===== config.mk =====
export PLATFORM = sky130hd
export DESIGN_NAME = sard_top
export DESIGN_NICKNAME = d
export VERILOG_FILES = /design/src/sard_pkg.sv /design/src/sard_top.sv
export SDC_FILE = /design/constraint.sdc
export NUM_CORES = 1
export LEC_CHECK = 0
export ABC_AREA = 1
export BUFFER_PORTS_ARGS = -buffer_cell sky130_fd_sc_hd__buf_2
export CORE_MARGIN = 5
export CORE_UTILIZATION = 60
export CTS_CLUSTER_SIZE = 30
export DETAILED_ROUTE_END_ITERATION = 6
export GPL_TIMING_DRIVEN = 0
export HOLD_SLACK_MARGIN = 0.06
export PLACE_DENSITY_LB_ADDON = 0.1
export RECOVER_POWER = 25
export SYNTH_ARGS = -nofsm -noshare
export SYNTH_HDL_FRONTEND = slang
export SYNTH_SLANG_ARGS = --single-unit

===== constraint.sdc =====
create_clock -name i_clk -period 2 [get_ports i_clk]
set_clock_uncertainty 0.1 [all_clocks]
set_input_delay 0.5 -clock i_clk [delete_from_list [all_inputs] [get_ports i_clk]]
set_output_delay 0.5 -clock i_clk [all_outputs]
set_load 0.01 [all_outputs]

===== src/sard_pkg.sv =====
package sard_pkg;
  localparam int DATA_BITS = 18;
  localparam int CLK_PERIOD_NS = 5;
  localparam int CONV_TIME_NS = 1600;
  localparam int CONV_CYCLES = (CONV_TIME_NS + CLK_PERIOD_NS - 1) / CLK_PERIOD_NS;
  localparam logic [5:0] BIT_CNT_RESET = 6'h00;

  typedef enum logic {
    SARD_MODE_CHAIN,
    SARD_MODE_SELECT
  } sard_mode_t;

  typedef enum logic [1:0] {
    SARD_ST_IDLE,
    SARD_ST_CONVERT,
    SARD_ST_READY
  } sard_state_t;

  typedef struct packed {
    logic o;
    logic oe;
  } sard_pin_t;
endpackage


===== src/sard_top.sv =====
`timescale 1ns/1ps
// How it works
// - Mode latched at each start rising edge.
// - Select high gives select, low gives chain.
// - Select tied to start resolves to chain.
// - Power down automatically after each conversion.
// - Three-wire select uses start, clock, data only.
// - Four-wire select input gates readback.
// - Chain mode feeds serial input into shifter.
// - Start edge converts on internal clock.
// - MSB first, shift on serial clock falls.
// - Select output floats after 18 falls or deselect.
module sard_top #(
  parameter int DATA_BITS = sard_pkg::DATA_BITS,
  parameter int CONV_CYCLES = sard_pkg::CONV_CYCLES
) (
  input wire logic i_clk,
  input wire logic i_resetn,
  input wire logic i_conversion_start_input,
  input wire logic i_serial_in_or_select_input,
  input wire logic i_sck,
  input wire logic [DATA_BITS-1:0] i_sample,
  output logic [DATA_BITS-1:0] o_sample_taken,
  output logic o_sdo,
  output logic o_sdo_oe,
  output logic o_powered_down,
  output logic o_mode_select
);

  // Refuse widths that the six-bit bit counter cannot serve.
  if (DATA_BITS < 2 || DATA_BITS > 63 || CONV_CYCLES < 1) begin
    $error("sard_top: unsupported parameter values.");
  end

  ////////////////////////////////////////////////////////////////////////////
  // Input synchronisers.
  logic [2:0] sync1;
  logic [2:0] sync2;
  logic [2:0] prev;
  logic [2:0] next_sync1;
  logic [2:0] next_sync2;
  logic [2:0] next_prev;

  always_comb begin
    next_sync1 = {i_sck, i_serial_in_or_select_input, i_conversion_start_input};
    next_sync2 = sync1;
    next_prev = sync2;
  end

  always_ff @(posedge i_clk or negedge i_resetn) begin
    if (!i_resetn) begin
      sync1 <= 3'h0;
      sync2 <= 3'h0;
      prev <= 3'h0;
    end else begin
      sync1 <= next_sync1;
      sync2 <= next_sync2;
      prev <= next_prev;
    end
  end

  logic conversion_start_input;
  logic sdi;
  logic cnv_rise;
  logic sck_fall;
  always_comb begin
    conversion_start_input = sync2[0];
    sdi = sync2[1];
    cnv_rise = sync2[0] & ~prev[0];
    sck_fall = ~sync2[2] & prev[2];
  end

  // The select level is taken from the cycle before the start edge, which gives the
  // select input a hold time: when select is wired to start it still reads low.
  logic sel_before;
  sard_pkg::sard_mode_t start_mode;
  always_comb begin
    sel_before = prev[1];
    if (sel_before) begin
      start_mode = sard_pkg::SARD_MODE_SELECT;
    end else begin
      start_mode = sard_pkg::SARD_MODE_CHAIN;
    end
  end

  ////////////////////////////////////////////////////////////////////////////
  // Conversion, mode and readback state.
  sard_pkg::sard_state_t state;
  sard_pkg::sard_state_t next_state;
  sard_pkg::sard_mode_t mode;
  sard_pkg::sard_mode_t next_mode;
  logic [31:0] timer;
  logic [31:0] next_timer;
  logic [DATA_BITS-1:0] shifter;
  logic [DATA_BITS-1:0] next_shifter;
  logic [DATA_BITS-1:0] taken;
  logic [DATA_BITS-1:0] next_taken;
  logic [5:0] bits;
  logic [5:0] next_bits;
  logic sdo;
  logic next_sdo;
  logic oe;
  logic next_oe;
  logic selected;

  // Select mode reads while the select condition holds: start low in three-wire,
  // select input low in four-wire (start then stays high).
  always_comb begin
    selected = conversion_start_input ? ~sdi : 1'b1;
  end

  always_comb begin
    next_state = state;
    next_mode = mode;
    next_timer = timer;
    next_shifter = shifter;
    next_taken = taken;
    next_bits = bits;
    next_sdo = sdo;
    next_oe = oe;
    if (cnv_rise) begin
      next_mode = start_mode;
      next_state = sard_pkg::SARD_ST_CONVERT;
      next_timer = 32'h0;
      next_taken = i_sample;
      next_oe = ~sel_before;
      next_sdo = 1'b0;
      next_bits = sard_pkg::BIT_CNT_RESET;
    end else begin
      case (state)
        sard_pkg::SARD_ST_IDLE: begin
          if (mode == sard_pkg::SARD_MODE_CHAIN && !conversion_start_input && !sdi) begin
            next_oe = 1'b1;
            next_sdo = 1'b0;
          end
        end
        sard_pkg::SARD_ST_CONVERT: begin
          next_timer = timer + 32'h1;
          if (timer >= 32'(CONV_CYCLES - 1)) begin
            next_state = sard_pkg::SARD_ST_READY;
            next_shifter = taken;
            next_bits = sard_pkg::BIT_CNT_RESET;
            if (mode == sard_pkg::SARD_MODE_CHAIN) begin
              next_sdo = taken[DATA_BITS-1];
              next_oe = 1'b1;
            end
          end
        end
        sard_pkg::SARD_ST_READY: begin
          if (mode == sard_pkg::SARD_MODE_SELECT) begin
            if (!selected || bits >= 6'(DATA_BITS)) begin
              next_oe = 1'b0;
              if (!selected && bits != sard_pkg::BIT_CNT_RESET) begin
                next_state = sard_pkg::SARD_ST_IDLE;
              end
            end else begin
              next_oe = 1'b1;
              next_sdo = shifter[DATA_BITS-1];
              if (sck_fall) begin
                next_shifter = {shifter[DATA_BITS-2:0], 1'b0};
                next_sdo = shifter[DATA_BITS-2];
                next_bits = bits + 6'h1;
                if (bits + 6'h1 >= 6'(DATA_BITS)) begin
                  next_oe = 1'b0;
                end
              end
            end
          end else begin
            next_oe = 1'b1;
            if (sck_fall) begin
              next_shifter = {shifter[DATA_BITS-2:0], sdi};
              next_sdo = shifter[DATA_BITS-2];
            end
          end
        end
        default: begin
          next_state = sard_pkg::SARD_ST_IDLE;
        end
      endcase
    end
  end

  always_ff @(posedge i_clk or negedge i_resetn) begin
    if (!i_resetn) begin
      state <= sard_pkg::SARD_ST_IDLE;
      mode <= sard_pkg::SARD_MODE_SELECT;
      timer <= 32'h0;
      shifter <= '0;
      taken <= '0;
      bits <= sard_pkg::BIT_CNT_RESET;
      sdo <= 1'b0;
      oe <= 1'b0;
    end else begin
      state <= next_state;
      mode <= next_mode;
      timer <= next_timer;
      shifter <= next_shifter;
      taken <= next_taken;
      bits <= next_bits;
      sdo <= next_sdo;
      oe <= next_oe;
    end
  end

  // The data pin and its enable travel together.
  sard_pkg::sard_pin_t pin_out;
  always_comb begin
    pin_out.o = sdo;
    pin_out.oe = oe;
  end
  assign o_sdo = pin_out.o;
  assign o_sdo_oe = pin_out.oe;
  assign o_sample_taken = taken;
  assign o_powered_down = (state != sard_pkg::SARD_ST_CONVERT);
  assign o_mode_select = (mode == sard_pkg::SARD_MODE_SELECT);

endmodule


==> out/qor.yml <==
final.setup.tns_ns: 0
final_util: 0.7180
drtIter0Drc: 402
grt_overflow: 0
hold_class: "in -> reg"
hold_viol: 0
synth_top_area_frac: 0.4397
firstDrtPassIters: 5
netlist_top_cells_area: "dfrtp_1 (44%), nand2_1 (17%), nor2_1 (5.7%)"
crit_required_ns: 1.40
post_synth_most_frequent_cells: "nand2_1 (226), dfrtp_1 (87), nor2_1 (75), inv_1 (61), nand3_1 (32)"
place_inst: 804
num_vias: 4593
cts_tree: "yes"
port_buffers: 44
critical_path_arrival_ns: 1.37
grt_usage: 0.2495
ys.flop_type: "dfrtp_1"
h-tree-depth: 3
cts.clk_slew.worst_paths_ns: 0.10
numCtsBuffers: 9
irDropWorstVdd_mv: 0.8947
clock_latency_ns: 0.36
yosys_register_bits: 88
power_density_mw_per_mm2: 1051
fin_crit_ns: 1.971
timing.final.crit_share: 0.9853
drc: 0
max-cap-violations: 0
core.rowCount: 33
clockBufferDepth: 2
num_io_pins: 45
layout-drive-gt1-share: 0.2074
power.leakage_nw: 2.829
status: "completed"
fmax_ghz: 0.5075
drv_slew: 0
start_kind: "flop"
cts.sinks: 88
cts-root-buf: "clkbuf_8"
critPathKind: "reg -> out"
synth_warnings: 0
wl_microns: 12380
drtAntennaViolNets: 0
routedWlPerCell_microns: 14.86
grt_pass1_vias: 4226
die_x_microns: 100.8
grt_pass1_wl_microns: 20190
syn_nets: 685
grt_max_degree: 47
gp_congestion: 0.9585
antenna_found_initial: 0
start_util: 0.6087
nNetsFinal: 754
synth_area_sq_mm: 0.004951
cp_max_fo: 3
layout.cells.non_filler: 833
synthArstFlopShare: 1.000
antenna_cells: 0
synth_top_cell_by_area: "dfrtp_1"
dieArea_sq_mm: 0.01017
yosysUniqueCellTypes: 37
netlist_instances: 654
vias_per_cell: 5.514
maxSlewHeadroom: 0.6252
yosysMostFrequentCell: "nand2_1"
core_sq_mm: 0.008134
setup_viol: 0
place_hpwl_microns: 8639
die_y_microns: 100.8
tightest_slew_ns: 0.5621
synth_edf_count: 0
rsz0062_at_grt: "yes"
synthToLayoutAreaGrowth_pct: 17.97
endpoint_kind: "primary output"
avgSynthCellArea_sq_um: 7.570
ys_seq_area_frac: 0.4450
area by class of cell:
class	count	area, sq um
multi-input cells	485	2472
fillers	661	2293
flip-flops and latches	88	2206
repair buffers	58	391.6
inverters	63	236.5
clock inverters	7	148.9
well taps	105	131.4
plain buffers	18	130.1
clock buffers	9	123.9
final timing paths:
kind | from | endpoint | slack, ns | cells after the start
min in group asynchronous | i_resetn | timer[24]$_DFFE_PN0N_ | 0.56 | 2
max in group asynchronous | i_resetn | o_mode_select$_DFFE_PN1P_ | 0.56 | 3
worst min register to register | next_sync2[2]$_DFF_PN0_ | next_prev[2]$_DFF_PN0_ | 0.25 | 0
worst min-delay path | i_serial_in_or_select_input | next_sync2[1]$_DFF_PN0_ | 0.14 | 1
worst max-delay path | state[1]$_DFFE_PN0P_ | o_powered_down | 0.03 | 5
worst max register to register | state[1]$_DFFE_PN0P_ | shifter[12]$_DFFE_PN0P_ | 0.05 | 10
cells in the final DEF (no fill, tap or decap), types with 3 or more instances in the layout:
| cell type | synthesis | final |
|---|---|---|
| inv_2 | 2 | 3 |
| nand3_1 | 32 | 32 |
| bufinv_16 | 0 | 4 |
| o21ai_0 | 14 | 13 |
| a21oi_2 | 2 | 3 |
| inv_1 | 61 | 60 |
| nand2_2 | 10 | 14 |
| nor2_1 | 75 | 74 |
| o21ai_1 | 3 | 3 |
| nand2_1 | 226 | 221 |
| buf_6 | 4 | 6 |
| clkbuf_1 | 3 | 3 |
| buf_4 | 2 | 9 |
| ha_1 | 8 | 4 |
| dfrtp_1 | 87 | 85 |
| ha_2 | 0 | 3 |
| a21oi_1 | 18 | 16 |
| nand3_2 | 3 | 4 |
| o21ai_2 | 18 | 19 |
| buf_2 | 7 | 49 |
| nor2_2 | 4 | 4 |
| mux2i_1 | 17 | 17 |
| clkbuf_8 | 0 | 9 |
| nand4_1 | 24 | 24 |
| nor3_1 | 14 | 13 |
critical path: stages (launching register included):
cell and delay, ns:
dfrtp_1 0.37, inv_1 0.09, ha_4 0.18, buf_6 0.12, inv_1 0.10, buf_2 0.15
metrics by stage:
| step | power, mW | worst slack [ns] | hold slack [ns] | cell area, sq um |
|---|---|---|---|---|
| finish | 6.139 | 0.02938 | 0.1411 | 5841 |
| global route | 6.453 | -0.01160 | 0.1125 | 5841 |
| CTS | 5.868 | 0.02377 | 0.1242 | 5680 |
| detailed placement | 4.069 | -0.05189 | 0.2347 | 5333 |
| global placement | 3.980 | -0.4434 | 0.2312 | 5303 |
| floorplan | 3.554 | 0.2603 | 0.1044 | 4951 |
registers in the layout, summed over array words and instances (netlist names):
register	cells
timer	32
o_sample_taken	18
shifter	18
bits	6
next_prev	3
next_sync2	3
prev	3
state	2
o_mode_select	1
o_sdo	1
o_sdo_oe	1
where the power goes:
| group | internal (mW) | switching, mW |
|---|---|---|
| clock | 0.974 | 0.701 |
| combinational | 0.918 | 1.24 |
| sequential | 2.07 | 0.237 |
| total | 3.96 | 2.18 |
kinds of logic (layout without fill, tap and decap cells):
group,Yosys count,in the layout,synth area share
buf+inv,82,155,0.07152
mux,17,17,0.03437
simple gates,397,398,0.3462
fa+ha+maj,8,8,0.02022
compound gates,61,61,0.08087
xor+xnor,1,1,0.001769
flops,88,88,0.4450
repair_timing:
action                                  4_1_cts  5_1_grt
pin swaps                                     0        2
cloned                                        0        3
buffers inserted                              6        4
resized for setup                             3       28
endpoints found under the setup margin       23       31
hold endpoints to repair                     42        0
hold buffers                                  1        0
per-layer routing:
layer	routed length, microns	vias up	global-route usage	share of wire
met5	0	-	0	0
met4	174	0	0.08187	0.014
met3	714	17	0.03460	0.058
met2	6016	155	0.4056	0.49
met1	5470	2180	0.3457	0.44
li1	-	2241	-	-
No activity file was read; power rests on OpenSTA's default activity.
